[config.mk]
export PLATFORM = sky130hd
export DESIGN_NAME = ofm_top
export DESIGN_NICKNAME = d
export VERILOG_FILES = /design/src/hdl/ofm_pkg.sv /design/src/hdl/ofm_tick_if.sv /design/src/hdl/ofm_tick.sv /design/src/hdl/ofm_top.sv
export SDC_FILE = /design/constraint.sdc
export NUM_CORES = 1
export LEC_CHECK = 0
export BUFFER_PORTS_ARGS = -buffer_cell sky130_fd_sc_hd__buf_2
export CELL_PAD_IN_SITES_DETAIL_PLACEMENT = 1
export CELL_PAD_IN_SITES_GLOBAL_PLACEMENT = 1
export CORE_MARGIN = 5
export CORE_UTILIZATION = 54
export CTS_BUF_LIST = sky130_fd_sc_hd__clkbuf_2
export CTS_CLUSTER_DIAMETER = 30
export DETAILED_ROUTE_END_ITERATION = 6
export PLACE_DENSITY = 0.87
export SETUP_SLACK_MARGIN = 0.3
export SYNTH_ARGS = -nofsm -noshare
export SYNTH_HDL_FRONTEND = slang
export SYNTH_SLANG_ARGS = --single-unit
export TNS_END_PERCENT = 1
[constraint.sdc]
create_clock -name pclk -period 18.91 [get_ports pclk]
set_input_delay 2.8365 -clock pclk [delete_from_list [all_inputs] [get_ports pclk]]
set_output_delay 2.8365 -clock pclk [all_outputs]
set_load 0.05 [all_outputs]
[src/hdl/ofm_pkg.sv]
// Purpose: shared constants and types for the oil flow meter display logic
// Assumes: 100 MHz pclk, APB register access, one-second timebase
// Notes:   times are held in seconds, days or ns and turned into counts below
package ofm_pkg;

  // timing
  localparam int unsigned CLK_PERIOD_NS = 10;
  localparam int unsigned HALF_TICK_NS  = 500_000_000;
  localparam int unsigned HALF_S_CYC    = HALF_TICK_NS / CLK_PERIOD_NS;
  localparam logic [5:0]  SUM_BLINK_S   = 6'd5;
  localparam logic [5:0]  SUM_CLR_S     = 6'd10;
  localparam logic [5:0]  FLOW_BLINK_S  = 6'd25;
  localparam logic [5:0]  PRESET_MIN_S  = 6'd30;
  localparam logic [5:0]  PRESET_MAX_S  = 6'd32;
  localparam logic [2:0]  CONFIRM_S     = 3'd5;
  localparam int unsigned BLANK_DAYS    = 2;
  localparam int unsigned BLANK_AFTER_S = BLANK_DAYS * 24 * 3600;
  localparam int unsigned BATT_HOLD_S   = 2 * 60;
  localparam int unsigned SEC_PER_HOUR  = 3600;
  localparam int unsigned FLOW_WIN_S    = 4;
  localparam int unsigned PULSE_PER_L   = 500;
  localparam logic [6:0]  LOW_PCT       = 7'd10;
  localparam logic [19:0] VALUE_MAX     = 20'hf423f;

  // apb map (byte addresses)
  localparam logic [7:0] OFS_CTRL    = 8'h00;
  localparam logic [7:0] OFS_STATUS  = 8'h04;
  localparam logic [7:0] OFS_FLOW    = 8'h08;
  localparam logic [7:0] OFS_NOM1    = 8'h0c;
  localparam logic [7:0] OFS_NOM2    = 8'h10;
  localparam logic [7:0] OFS_SUMVOL  = 8'h14;
  localparam logic [7:0] OFS_TOTVOL  = 8'h18;
  localparam logic [7:0] OFS_HOURS1  = 8'h1c;
  localparam logic [7:0] OFS_HOURS2  = 8'h20;
  localparam logic [7:0] OFS_STARTS1 = 8'h24;
  localparam logic [7:0] OFS_STARTS2 = 8'h28;

  // control fields
  localparam int unsigned CTRL_TWO_STAGE = 0;
  localparam int unsigned CTRL_SWITCH2   = 1;
  localparam int unsigned CTRL_BATT_VAR  = 2;
  localparam logic [2:0]  CTRL_RESET     = 3'h0;

  // display units
  localparam logic [1:0] UNIT_LPH   = 2'h0;
  localparam logic [1:0] UNIT_L     = 2'h1;
  localparam logic [1:0] UNIT_H     = 2'h2;
  localparam logic [1:0] UNIT_COUNT = 2'h3;

  typedef enum logic [9:0] {
    MODE_FLOW1   = 10'h001,
    MODE_FLOW2   = 10'h002,
    MODE_SUM     = 10'h004,
    MODE_TOTAL   = 10'h008,
    MODE_HRS1    = 10'h010,
    MODE_STARTS1 = 10'h020,
    MODE_HRS2    = 10'h040,
    MODE_STARTS2 = 10'h080,
    MODE_SVC     = 10'h100,
    MODE_BATT    = 10'h200
  } ofm_mode_t;

  localparam logic [9:0] SINGLE_MASK = 10'h31d;
  localparam logic [9:0] DUAL_MASK   = 10'h3ff;

endpackage

[src/hdl/ofm_tick_if.sv]
// Purpose: timebase strobes from the divider to the display logic
// Assumes: sec_tick is one pclk cycle wide
// Notes:   blink is a level, high in the visible half of each second
`timescale 1ns/1ps
interface ofm_tick_if;
  logic sec_tick;
  logic blink;
  modport src (output sec_tick, output blink);
  modport snk (input sec_tick, input blink);
endinterface

[src/hdl/ofm_tick.sv]
// Purpose: divides pclk into a one-second enable and a blink phase
// Assumes: HALF_CYC is the number of pclk cycles in half a second
// Notes:   shorten HALF_CYC in simulation
`timescale 1ns/1ps
module ofm_tick #(
  parameter int unsigned HALF_CYC = ofm_pkg::HALF_S_CYC
) (
  // clock and reset
  input  wire logic pclk,
  input  wire logic presetn,
  // strobes
  ofm_tick_if.src   tk
);

  logic [31:0] div_ff;
  logic        phase_ff;
  logic        sec_ff;

  always_ff @(posedge pclk or negedge presetn)
  begin
    if (!presetn)
    begin
      div_ff   <= 32'h0;
      phase_ff <= 1'b0;
      sec_ff   <= 1'b0;
    end
    else if (div_ff == HALF_CYC - 1)
    begin
      div_ff   <= 32'h0;
      phase_ff <= ~phase_ff;
      sec_ff   <= phase_ff;
    end
    else
    begin
      div_ff <= div_ff + 32'h1;
      sec_ff <= 1'b0;
    end
  end

  assign tk.sec_tick = sec_ff;
  assign tk.blink    = ~phase_ff;

endmodule

[src/hdl/ofm_top.sv]
// Purpose: flow meter display logic with counters, presets and apb access
// Assumes: field inputs synchronous to pclk; one sensor pulse per edge
// Notes:   counters other than the sum reset only by presetn, standing for a cold start
//
// The register addresses and the APB register port were left to the implementer.
`timescale 1ns/1ps
module ofm_top #(
  parameter int unsigned HALF_CYC     = ofm_pkg::HALF_S_CYC,
  parameter int unsigned BLANK_S      = ofm_pkg::BLANK_AFTER_S,
  parameter int unsigned PULSE_PER_L  = ofm_pkg::PULSE_PER_L,
  parameter int unsigned FLOW_WIN_S   = ofm_pkg::FLOW_WIN_S,
  parameter int unsigned SEC_PER_HOUR = ofm_pkg::SEC_PER_HOUR
) (
  // clock and reset
  input  wire logic        pclk,
  input  wire logic        presetn,
  // apb slave
  input  wire logic [7:0]  paddr,
  input  wire logic        psel,
  input  wire logic        penable,
  input  wire logic        pwrite,
  input  wire logic [31:0] pwdata,
  output logic      [31:0] prdata,
  output logic             pready,
  output logic             pslverr,
  // field inputs
  input  wire logic        flow_pulse,
  input  wire logic        button_n,
  input  wire logic        stage1_run,
  input  wire logic        stage2_run,
  input  wire logic        mains_ok,
  input  wire logic        batt_low,
  // display
  output logic      [19:0] disp_value,
  output logic      [5:0]  digit_on,
  output logic             dec2,
  output logic      [1:0]  disp_unit,
  output logic      [9:0]  mode_sym,
  output logic             svc_sym,
  output logic             batt_sym
);

  ofm_tick_if tk ();

  ofm_tick #(
    .HALF_CYC (HALF_CYC)
  ) u_tick (
    .pclk    (pclk),
    .presetn (presetn),
    .tk      (tk)
  );

  logic [2:0]  ctrl_ff;
  logic        btn_d_ff;
  logic        pulse_d_ff;
  logic        run1_d_ff;
  logic        run2_d_ff;
  logic [5:0]  hold_ff;
  logic [2:0]  conf_ff;
  logic        conf_zero_ff;
  logic        conf_stage2_ff;
  logic [19:0] flow_ff;
  logic [19:0] win_cnt_ff;
  logic [7:0]  win_sec_ff;
  logic [15:0] pdiv_ff;
  logic [19:0] sum_ff;
  logic [19:0] tot_ff;
  logic [19:0] nom1_ff;
  logic [19:0] nom2_ff;
  logic [11:0] hsec1_ff;
  logic [11:0] hsec2_ff;
  logic [19:0] hrs1_ff;
  logic [19:0] hrs2_ff;
  logic [19:0] st1_ff;
  logic [19:0] st2_ff;
  logic        svc_ff;
  logic [17:0] loss_ff;
  logic [19:0] disp_value_ff;
  logic [5:0]  digit_on_ff;
  logic        dec2_ff;
  logic [1:0]  unit_ff;
  logic        svc_sym_ff;
  logic        batt_sym_ff;
  logic [31:0] prdata_ff;
  logic        pslverr_ff;

  ofm_pkg::ofm_mode_t mode_ff;

  logic        two_stage;
  logic        batt_var;
  logic        btn;
  logic        release_evt;
  logic        ops_ok;
  logic        in_flow;
  logic        do_next;
  logic        do_clr_sum;
  logic        do_store;
  logic        do_clear_nom;
  logic        litre;
  logic        blink_hold;
  logic        confirming;
  logic        disp_lit;
  logic [9:0]  allow;
  logic [19:0] nom_act;
  logic [19:0] nxt_value;
  logic [1:0]  nxt_unit;
  logic        nxt_dec2;
  logic [5:0]  nxt_digit_on;
  logic        apb_access;
  logic        hit;

  function automatic logic [19:0] inc_wrap(input logic [19:0] v);
    inc_wrap = (v == ofm_pkg::VALUE_MAX) ? 20'h0 : v + 20'h1;
  endfunction

  function automatic logic [9:0] next_mode(input logic [9:0] cur,
                                           input logic [9:0] msk);
    logic [9:0] r;
    logic       found;
    next_mode = cur;
    r         = cur;
    found     = 1'b0;
    for (int i = 0; i < 10; i++)
    begin
      r = {r[8:0], r[9]};
      if (!found && |(r & msk))
      begin
        next_mode = r;
        found     = 1'b1;
      end
    end
  endfunction

  // switch 2 is stored for software but feeds nothing
  assign two_stage = ctrl_ff[ofm_pkg::CTRL_TWO_STAGE];
  assign batt_var  = ctrl_ff[ofm_pkg::CTRL_BATT_VAR];
  assign allow     = two_stage ? ofm_pkg::DUAL_MASK
                               : ofm_pkg::SINGLE_MASK;
  assign btn         = ~button_n;
  assign release_evt = btn_d_ff & ~btn;
  assign ops_ok      = batt_var | mains_ok;
  assign in_flow     = (mode_ff == ofm_pkg::MODE_FLOW1) ||
                       (mode_ff == ofm_pkg::MODE_FLOW2);

  // release decides: short press steps on, long holds are special in the sum and flow modes
  always_comb
  begin
    do_next      = 1'b0;
    do_clr_sum   = 1'b0;
    do_store     = 1'b0;
    do_clear_nom = 1'b0;
    if (release_evt)
    begin
      if (mode_ff == ofm_pkg::MODE_SUM)
      begin
        do_next    = hold_ff < ofm_pkg::SUM_BLINK_S;
        do_clr_sum = ops_ok && hold_ff >= ofm_pkg::SUM_CLR_S;
      end
      else if (in_flow)
      begin
        do_next  = hold_ff < ofm_pkg::FLOW_BLINK_S;
        do_store = ops_ok && hold_ff >= ofm_pkg::PRESET_MIN_S &&
                   hold_ff < ofm_pkg::PRESET_MAX_S;
        do_clear_nom = ops_ok &&
                       hold_ff >= ofm_pkg::PRESET_MAX_S;
      end
      else
        do_next = 1'b1;
    end
  end

  always_ff @(posedge pclk or negedge presetn)
  begin
    if (!presetn)
    begin
      btn_d_ff   <= 1'b0;
      pulse_d_ff <= 1'b0;
      run1_d_ff  <= 1'b0;
      run2_d_ff  <= 1'b0;
    end
    else
    begin
      btn_d_ff   <= btn;
      pulse_d_ff <= flow_pulse;
      run1_d_ff  <= stage1_run;
      run2_d_ff  <= stage2_run;
    end
  end

  // mode steps on at release, falls back to MODE_FLOW1 when not allowed, and otherwise holds
  always_ff @(posedge pclk or negedge presetn)
  begin
    if (!presetn)
      mode_ff <= ofm_pkg::MODE_FLOW1;
    else if (do_next)
      mode_ff <= ofm_pkg::ofm_mode_t'(next_mode(mode_ff, allow));
    else if (!(|(mode_ff & allow)))
      mode_ff <= ofm_pkg::MODE_FLOW1;
  end

  // whole seconds held, saturating so long holds stay long
  always_ff @(posedge pclk or negedge presetn)
  begin
    if (!presetn)
      hold_ff <= 6'h0;
    else if (btn && !btn_d_ff)
      hold_ff <= 6'h0;
    else if (btn && tk.sec_tick && hold_ff != 6'h3f)
      hold_ff <= hold_ff + 6'h1;
  end

  // confirmation blink after a preset store or a preset clear
  always_ff @(posedge pclk or negedge presetn)
  begin
    if (!presetn)
    begin
      conf_ff        <= 3'h0;
      conf_zero_ff   <= 1'b0;
      conf_stage2_ff <= 1'b0;
    end
    else if (do_store || do_clear_nom)
    begin
      conf_ff        <= ofm_pkg::CONFIRM_S;
      conf_zero_ff   <= do_clear_nom;
      conf_stage2_ff <= mode_ff == ofm_pkg::MODE_FLOW2;
    end
    else if (tk.sec_tick && conf_ff != 3'h0)
      conf_ff <= conf_ff - 3'h1;
  end

  // presets per stage; stage 2 preset comes from the stage 2 flow mode
  always_ff @(posedge pclk or negedge presetn)
  begin
    if (!presetn)
    begin
      nom1_ff <= 20'h0;
      nom2_ff <= 20'h0;
    end
    else if (do_store)
    begin
      if (mode_ff == ofm_pkg::MODE_FLOW2)
        nom2_ff <= flow_ff;
      else
        nom1_ff <= flow_ff;
    end
    else if (do_clear_nom)
    begin
      if (mode_ff == ofm_pkg::MODE_FLOW2)
        nom2_ff <= 20'h0;
      else
        nom1_ff <= 20'h0;
    end
  end

  // flow is pulses per measuring window, one sensor for both stages
  always_ff @(posedge pclk or negedge presetn)
  begin
    if (!presetn)
    begin
      flow_ff    <= 20'h0;
      win_cnt_ff <= 20'h0;
      win_sec_ff <= 8'h0;
    end
    else
    begin
      if (tk.sec_tick && win_sec_ff == 8'(FLOW_WIN_S - 1))
      begin
        flow_ff    <= win_cnt_ff;
        win_cnt_ff <= {19'h0, flow_pulse & ~pulse_d_ff};
        win_sec_ff <= 8'h0;
      end
      else
      begin
        if (flow_pulse && !pulse_d_ff && win_cnt_ff != ofm_pkg::VALUE_MAX)
          win_cnt_ff <= win_cnt_ff + 20'h1;
        if (tk.sec_tick)
          win_sec_ff <= win_sec_ff + 8'h1;
      end
    end
  end

  assign litre = flow_pulse && !pulse_d_ff &&
                 pdiv_ff == 16'(PULSE_PER_L - 1);

  // both volumes count litres; only the sum counter may be cleared
  always_ff @(posedge pclk or negedge presetn)
  begin
    if (!presetn)
    begin
      pdiv_ff <= 16'h0;
      sum_ff  <= 20'h0;
      tot_ff  <= 20'h0;
    end
    else
    begin
      if (flow_pulse && !pulse_d_ff)
        pdiv_ff <= litre ? 16'h0 : pdiv_ff + 16'h1;
      if (litre)
        tot_ff <= inc_wrap(tot_ff);
      if (do_clr_sum)
        sum_ff <= 20'h0;
      else if (litre)
        sum_ff <= inc_wrap(sum_ff);
    end
  end

  // running hours and starts, one set per stage
  always_ff @(posedge pclk or negedge presetn)
  begin
    if (!presetn)
    begin
      hsec1_ff <= 12'h0;
      hsec2_ff <= 12'h0;
      hrs1_ff  <= 20'h0;
      hrs2_ff  <= 20'h0;
      st1_ff   <= 20'h0;
      st2_ff   <= 20'h0;
    end
    else
    begin
      if (tk.sec_tick && stage1_run)
      begin
        hsec1_ff <= (hsec1_ff == 12'(SEC_PER_HOUR - 1)) ? 12'h0
                                                        : hsec1_ff + 12'h1;
        if (hsec1_ff == 12'(SEC_PER_HOUR - 1))
          hrs1_ff <= inc_wrap(hrs1_ff);
      end
      if (tk.sec_tick && stage2_run)
      begin
        hsec2_ff <= (hsec2_ff == 12'(SEC_PER_HOUR - 1)) ? 12'h0
                                                        : hsec2_ff + 12'h1;
        if (hsec2_ff == 12'(SEC_PER_HOUR - 1))
          hrs2_ff <= inc_wrap(hrs2_ff);
      end
      if (stage1_run && !run1_d_ff)
        st1_ff <= inc_wrap(st1_ff);
      if (stage2_run && !run2_d_ff)
        st2_ff <= inc_wrap(st2_ff);
    end
  end

  // supervision against the preset of the stage now running
  assign nom_act = (two_stage && stage2_run) ? nom2_ff : nom1_ff;
  always_ff @(posedge pclk or negedge presetn)
  begin
    if (!presetn)
      svc_ff <= 1'b0;
    else if (nom_act == 20'h0)
      svc_ff <= 1'b0;
    else if (tk.sec_tick && stage1_run)
      svc_ff <= 27'(flow_ff) * 27'd100 <
                27'(nom_act) * 27'(7'd100 - ofm_pkg::LOW_PCT);
  end

  // seconds without mains; saturates at the blanking point
  always_ff @(posedge pclk or negedge presetn)
  begin
    if (!presetn)
      loss_ff <= 18'h0;
    else if (mains_ok || batt_var)
      loss_ff <= 18'h0;
    else if (tk.sec_tick && loss_ff != 18'(BLANK_S))
      loss_ff <= loss_ff + 18'h1;
  end

  assign disp_lit   = loss_ff < 18'(BLANK_S);
  assign confirming = conf_ff != 3'h0;
  assign blink_hold = btn && (((mode_ff == ofm_pkg::MODE_SUM) &&
                       hold_ff >= ofm_pkg::SUM_BLINK_S &&
                       hold_ff < ofm_pkg::SUM_CLR_S) ||
                      (in_flow && hold_ff >= ofm_pkg::FLOW_BLINK_S &&
                       hold_ff < ofm_pkg::PRESET_MIN_S));

  // shown value follows the current mode each cycle, or the preset while confirming
  always_comb
  begin
    nxt_value = 20'h0;
    nxt_unit  = ofm_pkg::UNIT_COUNT;
    nxt_dec2  = 1'b0;
    if (confirming)
    begin
      nxt_value = conf_zero_ff ? 20'h0
                : (conf_stage2_ff ? nom2_ff : nom1_ff);
      nxt_unit  = ofm_pkg::UNIT_LPH;
      nxt_dec2  = 1'b1;
    end
    else
    begin
      unique case (mode_ff)
        ofm_pkg::MODE_FLOW1, ofm_pkg::MODE_FLOW2:
        begin
          nxt_value = flow_ff;
          nxt_unit  = ofm_pkg::UNIT_LPH;
          nxt_dec2  = 1'b1;
        end
        ofm_pkg::MODE_SUM:
        begin
          nxt_value = sum_ff;
          nxt_unit  = ofm_pkg::UNIT_L;
        end
        ofm_pkg::MODE_TOTAL:
        begin
          nxt_value = tot_ff;
          nxt_unit  = ofm_pkg::UNIT_L;
        end
        ofm_pkg::MODE_HRS1:
        begin
          nxt_value = hrs1_ff;
          nxt_unit  = ofm_pkg::UNIT_H;
        end
        ofm_pkg::MODE_HRS2:
        begin
          nxt_value = hrs2_ff;
          nxt_unit  = ofm_pkg::UNIT_H;
        end
        ofm_pkg::MODE_STARTS1:
          nxt_value = st1_ff;
        ofm_pkg::MODE_STARTS2:
          nxt_value = st2_ff;
        ofm_pkg::MODE_SVC:
        begin
          nxt_value = nom_act;
          nxt_unit  = ofm_pkg::UNIT_LPH;
          nxt_dec2  = 1'b1;
        end
        ofm_pkg::MODE_BATT:
          nxt_value = 20'h0;
        default:
          nxt_value = 20'h0;
      endcase
    end
  end

  // leading zero blanking; with two decimals the last three always show
  for (genvar d = 0; d < 6; d++)
  begin : g_digit
    localparam logic [19:0] POW = 20'(10 ** d);
    assign nxt_digit_on[d] = disp_lit &&
                             !((blink_hold || confirming) && !tk.blink) &&
                             (d == 0 || nxt_value >= POW ||
                              (nxt_dec2 && d <= 2));
  end

  always_ff @(posedge pclk or negedge presetn)
  begin
    if (!presetn)
    begin
      disp_value_ff <= 20'h0;
      digit_on_ff   <= 6'h0;
      dec2_ff       <= 1'b0;
      unit_ff       <= ofm_pkg::UNIT_LPH;
      svc_sym_ff    <= 1'b0;
      batt_sym_ff   <= 1'b0;
    end
    else
    begin
      disp_value_ff <= nxt_value;
      digit_on_ff   <= nxt_digit_on;
      dec2_ff       <= nxt_dec2;
      unit_ff       <= nxt_unit;
      svc_sym_ff    <= disp_lit && (confirming ? tk.blink
                                               : svc_ff);
      batt_sym_ff   <= disp_lit && batt_var && batt_low;
    end
  end

  // battery data hold needs no logic: flops keep state while pclk runs
  assign disp_value = disp_value_ff;
  assign digit_on   = digit_on_ff;
  assign dec2       = dec2_ff;
  assign disp_unit  = unit_ff;
  assign mode_sym   = disp_lit ? mode_ff : 10'h0;
  assign svc_sym    = svc_sym_ff;
  assign batt_sym   = batt_sym_ff;

  // apb: zero wait states, error on unmapped or read-only writes
  assign apb_access = psel && penable;
  assign hit        = paddr[1:0] == 2'h0 && paddr <= ofm_pkg::OFS_STARTS2;

  always_ff @(posedge pclk or negedge presetn)
  begin
    if (!presetn)
      ctrl_ff <= ofm_pkg::CTRL_RESET;
    else if (apb_access && pwrite && paddr == ofm_pkg::OFS_CTRL)
      ctrl_ff <= pwdata[2:0];
  end

  always_ff @(posedge pclk or negedge presetn)
  begin
    if (!presetn)
    begin
      prdata_ff  <= 32'h0;
      pslverr_ff <= 1'b0;
    end
    else if (psel && !penable)
    begin
      pslverr_ff <= !hit || (pwrite && paddr != ofm_pkg::OFS_CTRL);
      unique case (paddr)
        ofm_pkg::OFS_CTRL:    prdata_ff <= {29'h0, ctrl_ff};
        ofm_pkg::OFS_STATUS:  prdata_ff <= {19'h0, batt_sym_ff, svc_ff,
                                            ~disp_lit, mode_ff};
        ofm_pkg::OFS_FLOW:    prdata_ff <= {12'h0, flow_ff};
        ofm_pkg::OFS_NOM1:    prdata_ff <= {12'h0, nom1_ff};
        ofm_pkg::OFS_NOM2:    prdata_ff <= {12'h0, nom2_ff};
        ofm_pkg::OFS_SUMVOL:  prdata_ff <= {12'h0, sum_ff};
        ofm_pkg::OFS_TOTVOL:  prdata_ff <= {12'h0, tot_ff};
        ofm_pkg::OFS_HOURS1:  prdata_ff <= {12'h0, hrs1_ff};
        ofm_pkg::OFS_HOURS2:  prdata_ff <= {12'h0, hrs2_ff};
        ofm_pkg::OFS_STARTS1: prdata_ff <= {12'h0, st1_ff};
        ofm_pkg::OFS_STARTS2: prdata_ff <= {12'h0, st2_ff};
        default:              prdata_ff <= 32'h0;
      endcase
    end
  end

  assign pready  = 1'b1;
  assign prdata  = prdata_ff;
  assign pslverr = pslverr_ff & apb_access;

endmodule

### Yosys cells after proc, flatten, opt, wreduce, memory -nomap -nowiden

Index checks and enable logic that the tools add are counted.

* flip-flop bits (word level): 393
* input bits: 51
* output and inout port bits: 75
* logic and storage cells: 318

* add/sub/neg operators: 15
* $mul: 2
* magnitude comparators: 18
* equality and inequality tests: 36
* multiplexer cells: 87
* bitwise gates (word level): 19
* reductions and logical operators: 104

Operator list (number)
* 20-bit two-way mux: 22
* 20-bit case mux with 11 select lines: 1
* 20-bit case mux with 8 select lines: 1
* 20-bit by 1-bit adder with 20-bit output (second input constant): 7
* 10-bit two-way mux: 13
* 20-bit equality test (second input constant): 6
* 10-bit bitwise AND: 10
* 10-bit OR reduction: 10
* 1-bit logical AND: 48
* 18-bit two-way mux: 2
* 1-bit two-way mux: 35
* 32-bit by 1-bit adder with 32-bit output (second input constant): 1
* 32-bit by 26-bit equality test with 1-bit output (second input constant): 1
* 8-bit by 5-bit equality test with 1-bit output (second input constant): 4
* 32-bit two-way mux: 1
* 27-bit < comparator: 1
* 20-bit by 6-bit multiplier with 26-bit output (second input constant): 1
* 20-bit by 5-bit multiplier with 25-bit output (second input constant): 1
* 12-bit by 1-bit adder with 12-bit output (second input constant): 2
* 12-bit equality test (second input constant): 2
* 8-bit by 6-bit equality test with 1-bit output (second input constant): 3
* 12-bit two-way mux: 2
* 8-bit two-way mux: 3
* 20-bit by 10-bit >= comparator with 1-bit output (second input constant): 1
* 57 further kinds: 103

### Logic depth before layout (Yosys ltp)

Gate-level depths: netlist of the first run.

* depth in word-level cells: 42
* gate-level depth with buffers: 32
* depth with buffers taken out: 29

### Hierarchy

Synthesis of the first run repeated with hierarchy kept, for this count alone.

* cell total of the unflattened synthesis: 2803
* area total of the unflattened synthesis: 25737.2 µm²

Modules (own cells, without submodules)
* ofm_top: instances 1, cells each 2645, area an instance 24068.1 µm², seq. area each 8684.6 µm²
* ofm_tick: instances 1, cells each 158, area an instance 1669.1 µm², seq. area each 850.8 µm²

### Least setup slack after synthesis of the first run

OpenSTA, ideal clock, no wires.

* kind: input port to flip-flop
* start point: in stage2_run
* end point: reg svc_ff
* setup time: 77 ps
* arrival time: 8810 ps
* required time: 18833 ps
* setup slack: 10023 ps
* stages: 29
* path buffers: 3
* cells stage by stage: buf_2 nand2_1 buf_4 buf_2 mux2i_1 inv_1 ha_1 inv_1 fa_1 fa_1 inv_1 ha_1 nor2b_1 o31ai_1 a21oi_1 a211o_1 a41o_1 o41a_1 a21o_1 xnor2_1 ha_1 a21o_1 a21o_1 a21o_1 a21o_1 a21o_1 a211oi_1 o21ai_0 a21oi_1

* cells in the longest elaborated chain, start to end: 6
* elaborated cells on any way between the ends: 8
* classes of those cells: 1 x mul; 1 x order compare; 3 x mux; 3 x reduce/logical

RTL lines
* start, declared: RTL line ofm_top.sv:30 `input wire logic stage2_run,`
* 1-bit logical AND (*): RTL line ofm_top.sv:343 `assign nom_act = (two_stage && stage2_run) ? nom2_ff : nom1_ff;`
* 20-bit two-way mux (*): RTL line ofm_top.sv:343
* 20-bit by 6-bit multiplier with 26-bit output: RTL line ofm_top.sv:352 `27'(nom_act) * 27'(7'd100 - ofm_pkg::LOW_PCT);`
* 27-bit < comparator: RTL line ofm_top.sv:351 `svc_ff <= 27'(flow_ff) * 27'd100 <`
* 1-bit two-way mux: RTL line ofm_top.sv:350 `else if (tk.sec_tick && stage1_run)`
* 1-bit two-way mux: RTL line ofm_top.sv:348 `else if (nom_act == 20'h0)`
* end signal, assigned: RTL line ofm_top.sv:351
* end, declared: RTL line ofm_top.sv:76 `logic svc_ff;`

Mark *: on every way between the ends. The rest lies on a longest branch, timed or not. The select of a mux whose other input is x is not followed.
A chain may end at the register's enable or synchronous reset.

### Worst setup path after layout of the first run

Ends and elaborated chain as after synthesis.

==> results of run 1 <==
[per-layer routing]
metal / part of all wire [%] / vias to the layer above / global-route usage [%]
li1: - / 9936 / -
met1: 38 / 11500 / 43.5
met2: 47 / 1078 / 58.4
met3: 8.8 / 322 / 8.92
met4: 6.3 / 0 / 19.0
met5: 0 / - / 0
[worst register-to-register path, cell delays in order, from the launching register on]
cell	delay, ps
dfrtp_1	440
nand2_1	90
buf_4	380
mux2i_1	800
inv_1	170
ha_1	270
inv_1	70
fa_1	440
fa_1	540
inv_1	50
ha_1	330
nor2b_1	160
o31ai_1	350
a21oi_1	180
a211o_1	380
a41o_1	290
o41a_1	360
a21o_1	200
xnor2_1	120
ha_1	290
a21o_1	160
a21o_1	170
a21o_1	180
a21o_1	170
a21o_1	170
a211oi_1	440
o21ai_0	160
a21oi_1	180
[stage by stage]
step	instances	util [%]	area, sq um	power [mW]	setup WS, ps
final	3517	58.8	27200	1.99	9730
after global routing	3517	58.8	27200	2.07	9700
after CTS	3512	58.8	27200	1.99	9950
after detailed placement	3321	56.4	26100	1.30	8780
after global placement	3321	56.4	26100	1.29	8900
after floorplan	2722	-	25300	1.15	10020
[worst paths after layout]
kind | end | slack, ps | cells after the start
max in group asynchronous | win_cnt_ff[8] | 14110 | 4
max reg2reg | svc_ff | 11190 | 27
min in group asynchronous | hsec2_ff[1] | 1650 | 1
min reg2reg | prdata[1] | 480 | 1
max | svc_ff | 9730 | 28
min | prdata[1] | 480 | 1
[cell families after synthesis]
| logic type | Yosys count | share of synthesized area, % |
|---|---|---|
| AO/OA/AOI/OAI | 568 | 16.4 |
| buffers and inverters | 337 | 5.50 |
| multiplexers | 55 | 2.29 |
| other | 2 | 0.0298 |
| AND/OR/NAND/NOR | 946 | 18.9 |
| XOR/XNOR | 216 | 7.50 |
| flip-flops | 381 | 37.8 |
| adder cells (fa/ha/maj) | 206 | 11.7 |
[sequential cells by signal (all words and copies together), names as in the netlist, 8 cells and up]
signal	cells
u_tick.div_ff	32
disp_value	20
flow_ff	20
hrs1_ff	20
hrs2_ff	20
nom1_ff	20
nom2_ff	20
prdata	20
st1_ff	20
st2_ff	20
sum_ff	20
tot_ff	20
win_cnt_ff	20
loss_ff	18
pdiv_ff	16
hsec1_ff	12
hsec2_ff	12
mode_ff	10
win_sec_ff	8
[power by group through the flow]
stage	registers [mW]	logic, mW	clock network [mW]
floorplan	0.886	0.267	0
global placement	0.937	0.350	0
detailed placement	0.941	0.363	0
CTS	0.924	0.365	0.701
global route	0.931	0.388	0.751
finish	0.929	0.375	0.687
[cells in the final DEF (no fill, tap or decap), types with 82 or more instances in the layout]
master    netlist  layout
dfrtp_1       380     380
nor2_1        242     237
nand2_1       235     235
inv_1         217     217
ha_1          157     157
clkbuf_2        0     147
nand3_1       121     121
xnor2_1       115     115
o21ai_0       105     105
xor2_1        101     101
a21oi_1        85      85
buf_2          24      82
[final cells by class]
class                   count  area share [%]
multi-input cells        2004            52.8
flip-flops and latches    381            35.0
inverters                 218            3.00
well taps                 607            2.79
clock buffers             147            2.70
repair buffers            111            2.33
clock inverters            44            1.34
diodes                      5          0.0459
==> impl_metrics.ini, run 1 <==
[hold_path]
hold_path.class = flop to flop
holdCritStartpoint = prdata[1]

[drt]
drc = 0
vias = 22900
viasPerCell = 6.51
ant_nets = 0
routed_wl_microns = 91600
first_iter_violations = 2018
wl_per_cell_microns = 26.1
firstDrtPassIters = 6

[logic_synthesis]
synth.most_common_cell = dfrtp_1
synth_seq_area_share_pct = 37.8
synthFlopType = dfrtp_1
syn_avg_cell_area_sq_um = 9.31
postSynth.asyncResetShare_pct = 100
synth_cells = 2711
yosys_warnings = 0
ys_ff_latch = 381
syn-cell-area_sq_um = 25200
synth_area_leaders = dfrtp_1, ha_1, xnor2_1
synth_top_area_share_pct = 37.7
netlist-cell-type-count = 95
yosysTopAreaCell = dfrtp_1
synthTopCellsByCount = dfrtp_1, nor2_1, nand2_1
synth-edff-count = 0

[timing]
finalHoldViolCount = 0
finalHoldWorstSlack_ps = 484
setup_tns_ps = 0
slew_viol_final = 0
period_needed_ps = 9180
fmax_mhz = 109
rsz0062_at_grt = false
worst_pin_slew_ps = 1290
setup_viol = 0
clock_skew_ps = 106
finalCritPeriodShare_pct = 48.5
slew_headroom_pct = 13.9

[floorplan]
num_rows = 79
initial_core_util_pct = 54.4
coreArea_sq_um = 46400
die_area_sq_um = 51200
die-width_microns = 226
fp.dieH_microns = 226
io_pins = 126

[setup_path]
start_kind = primary input
worstPathRequired_ps = 19970
critPathLaunch = stage2_run
crit_fanout = 20
cp_top_family = compound AO/OA/AOI/OAI gates
path_buf_inv = 5
worstSetupPathType = primary input to flop
reg2reg_from = ctrl_ff[0]
cp_slowest_cell = mux2i_1
critPathArrivalTime_ps = 10240
cp-end-kind = flop
critPathMaxStageDelay_ps = 780
cp_common_cell = a21o_1

[power_and_ir_drop]
swShare_pct = 38.1
p_comb_share_pct = 18.8
pwr-share-clk_pct = 34.5
power.internal_mw = 1.23
power.density_nw_per_um2 = 73.1
p_leak_nw = 13.2
seqPwrFrac_pct = 46.6
vdd_drop_max_uv = 93.8
p_switching_mw = 0.759

[cells_and_area]
nets = 3080
syn2layout_area_growth_pct = 7.96
drive_above_1_share_pct = 12.3
register_area_sq_um = 9540
nFillCells = 5439
multi_input_area_sq_um = 14400

[placed_design]
dp_hpwl_microns = 67500
gp_congestion = 1.06
port_buffers = 83

[clock_network]
h-tree-depth = 3
cts_setup_buffers = 0
clk_pin_slew_ps = 110
cts_made_buffers = 107
root_buffer = clkbuf_2
cts_tree = done
cts_hold_buf = 0
cts_resized = 0
cts_buffer_depth = 3
clock_latency_ps = 1220
clock-sinks = 381

[job]
cap_viol_max_count = 0

[grt]
gr-total-overflow = 0
grt_pass1_wl_microns = 141000
track_usage_pct = 35.6
grt_pass1_vias = 24500
antenna_found_initial = 2
grt_max_degree = 107

[status]
run_status = complete, no violations
Power figures use the tool's default switching activity.
==> inputs of run 2 (changes only) <==
--- a/config.mk
+++ b/config.mk
@@ -9,11 +9,11 @@
 export CELL_PAD_IN_SITES_DETAIL_PLACEMENT = 1
 export CELL_PAD_IN_SITES_GLOBAL_PLACEMENT = 1
 export CORE_MARGIN = 5
-export CORE_UTILIZATION = 54
+export CORE_UTILIZATION = 50
 export CTS_BUF_LIST = sky130_fd_sc_hd__clkbuf_2
 export CTS_CLUSTER_DIAMETER = 30
 export DETAILED_ROUTE_END_ITERATION = 6
-export PLACE_DENSITY = 0.87
+export PLACE_DENSITY = 0.82
 export SETUP_SLACK_MARGIN = 0.3
 export SYNTH_ARGS = -nofsm -noshare
 export SYNTH_HDL_FRONTEND = slang
==> constraint.sdc (replaced) <==
create_clock -name pclk -period 9.65 [get_ports pclk]
set_input_delay 1.4475 -clock pclk [delete_from_list [all_inputs] [get_ports pclk]]
set_output_delay 1.4475 -clock pclk [all_outputs]
set_load 0.05 [all_outputs]
==> impl_metrics.ini, run 2 (same netlist as run 1, synthesis figures left out) <==
[floorplan]
num_rows = 82
coreArea_sq_um = 50100
io_pins = 126
die_area_sq_um = 55100
fp.dieH_microns = 235
initial_core_util_pct = 50.4
die-width_microns = 235

[timing]
slew_viol_final = 0
finalCritPeriodShare_pct = 80.0
rsz0062_at_grt = false
clock_skew_ps = 99.1
period_needed_ps = 7720
fmax_mhz = 130
finalHoldViolCount = 0
setup_tns_ps = 0
setup_viol = 0
worst_pin_slew_ps = 1210
slew_headroom_pct = 19.4

[drt]
vias = 22500
top_layer_used = met4
viasPerCell = 6.27
met3_length_microns = 6600
drc = 21
wl_met1_microns = 37300
ant_nets = 0
wl_per_cell_microns = 25.8
routed_wl_microns = 92300
firstDrtPassIters = 7
wl_met2_microns = 43000
first_iter_violations = 1926

[clock_network]
clock_latency_ps = 1190
root_buffer = clkbuf_2
h-tree-depth = 3
cts_setup_buffers = 0
cts_resized = 0
cts_hold_buf = 0
cts_tree = done
cts_buffer_depth = 3
clock-sinks = 381
clk_pin_slew_ps = 100
cts_made_buffers = 110

[grt]
gr-total-overflow = 0
antenna_found_initial = 2
grt_pass1_vias = 24000
grt_max_degree = 154
track_usage_pct = 32.8
grt_pass1_wl_microns = 143000

[setup_path]
worstPathRequired_ps = 10670
critPathLaunch = ctrl_ff[0]
critPathArrivalTime_ps = 8740
cp_common_cell = a21o_1
cp_slowest_cell = fa_1
critPathMaxStageDelay_ps = 530
cp-end-kind = flop
crit_fanout = 15
reg2reg_from = ctrl_ff[0]
start_kind = flop
worstSetupPathType = flop to flop

[cells_and_area]
largest_register_ff_count = 32
syn2layout_area_growth_pct = 8.16
layout_commonest_cell = dfrtp_1
top_register = u_tick.div_ff
final_cell_mix = dfrtp_1, nor2_1, nand2_1, inv_1, ha_1
final_cells = 3584
nets = 3088
drive_above_1_share_pct = 12.0

[placed_design]
gp_congestion = 1.03
placed_cells = 3391
dp_hpwl_microns = 69800
port_buffers = 83

[job]
cap_viol_max_count = 0

[hold_path]
hold_path.class = primary input to asynchronous set/reset pin

[power_and_ir_drop]
power.density_nw_per_um2 = 140
p_leak_nw = 13.2
power_mw = 3.81
vdd_drop_max_uv = 118

[status]
violations = design-rule violations
run_status = finished with violations
## run 2: changes by cell type in the layout (fill, tap and decap cells not counted)
cell        delta
nor2_2         -1
nor2_1         +1
clkbuf_2       -8
clkinvlp_4     -4
clkinv_1      +10
buf_12         +1
diode_2        -1
bufinv_16      -2
buf_4          +4
clkinv_4       +1
inv_6          +1
## run 2: worst paths after layout
| kind | endpoint | slack (ps) | cells after the start |
|---|---|---|---|
| worst max-delay path | svc_ff | 1930 | 28 |
| worst min-delay path | tot_ff[16] | 360 | 1 |
| worst max register to register | svc_ff | 1930 | 28 |
| worst min register to register | prdata[12] | 480 | 1 |
| max in group asynchronous | svc_ff | 7730 | 2 |
| min in group pclk | pulse_d_ff | 450 | 1 |
## run 2: power by group
part | leakage, nW | switching (mW) | total (mW) | internal (mW)
Clock | 0.749 | 0.745 | 1.26 | 0.515
Sequential | 5.18 | 0.173 | 1.82 | 1.65
Combinational | 7.23 | 0.544 | 0.729 | 0.184
Total | 13.2 | 1.46 | 3.81 | 2.35
## run 2: final cells by class
cell class                 count  area (sq um)
antenna                        4          10.0
clock buffer                 139           696
timing repair buffer         116           686
sequential                   381          9540
multi-input combinational   2004         14400
inverter                     218           818
tap                          672           841
clock inverter                50           329
fill                        5948         22800
## run 2: critical path, delay by kind of cell, from the launching register on
family,cells,cell delay (ps)
compound gates,14,3260
xor+xnor,1,120
fa+ha+maj,5,1990
buf+inv,5,810
flops,1,370
mux,1,430
simple gates,2,510
## run 2: through the flow
step | utilization [%] | area [sq um] | hold slack, ps | worst slack (ps)
global placement | 52.5 | 26300 | 454 | 1300
detailed placement | 52.5 | 26300 | 461 | 1080
CTS | 54.5 | 27300 | 311 | 1960
global route | 54.5 | 27300 | 315 | 1550
floorplan | - | 25300 | 446 | 2150
finish | 54.5 | 27300 | 361 | 1930
## run 2: metal layers
layer  GRT usage, %  vias up
li1               -     9953
met1           41.6    11400
met2           53.7      882
met3           7.09      274
met4           15.9        0
met5              0        -
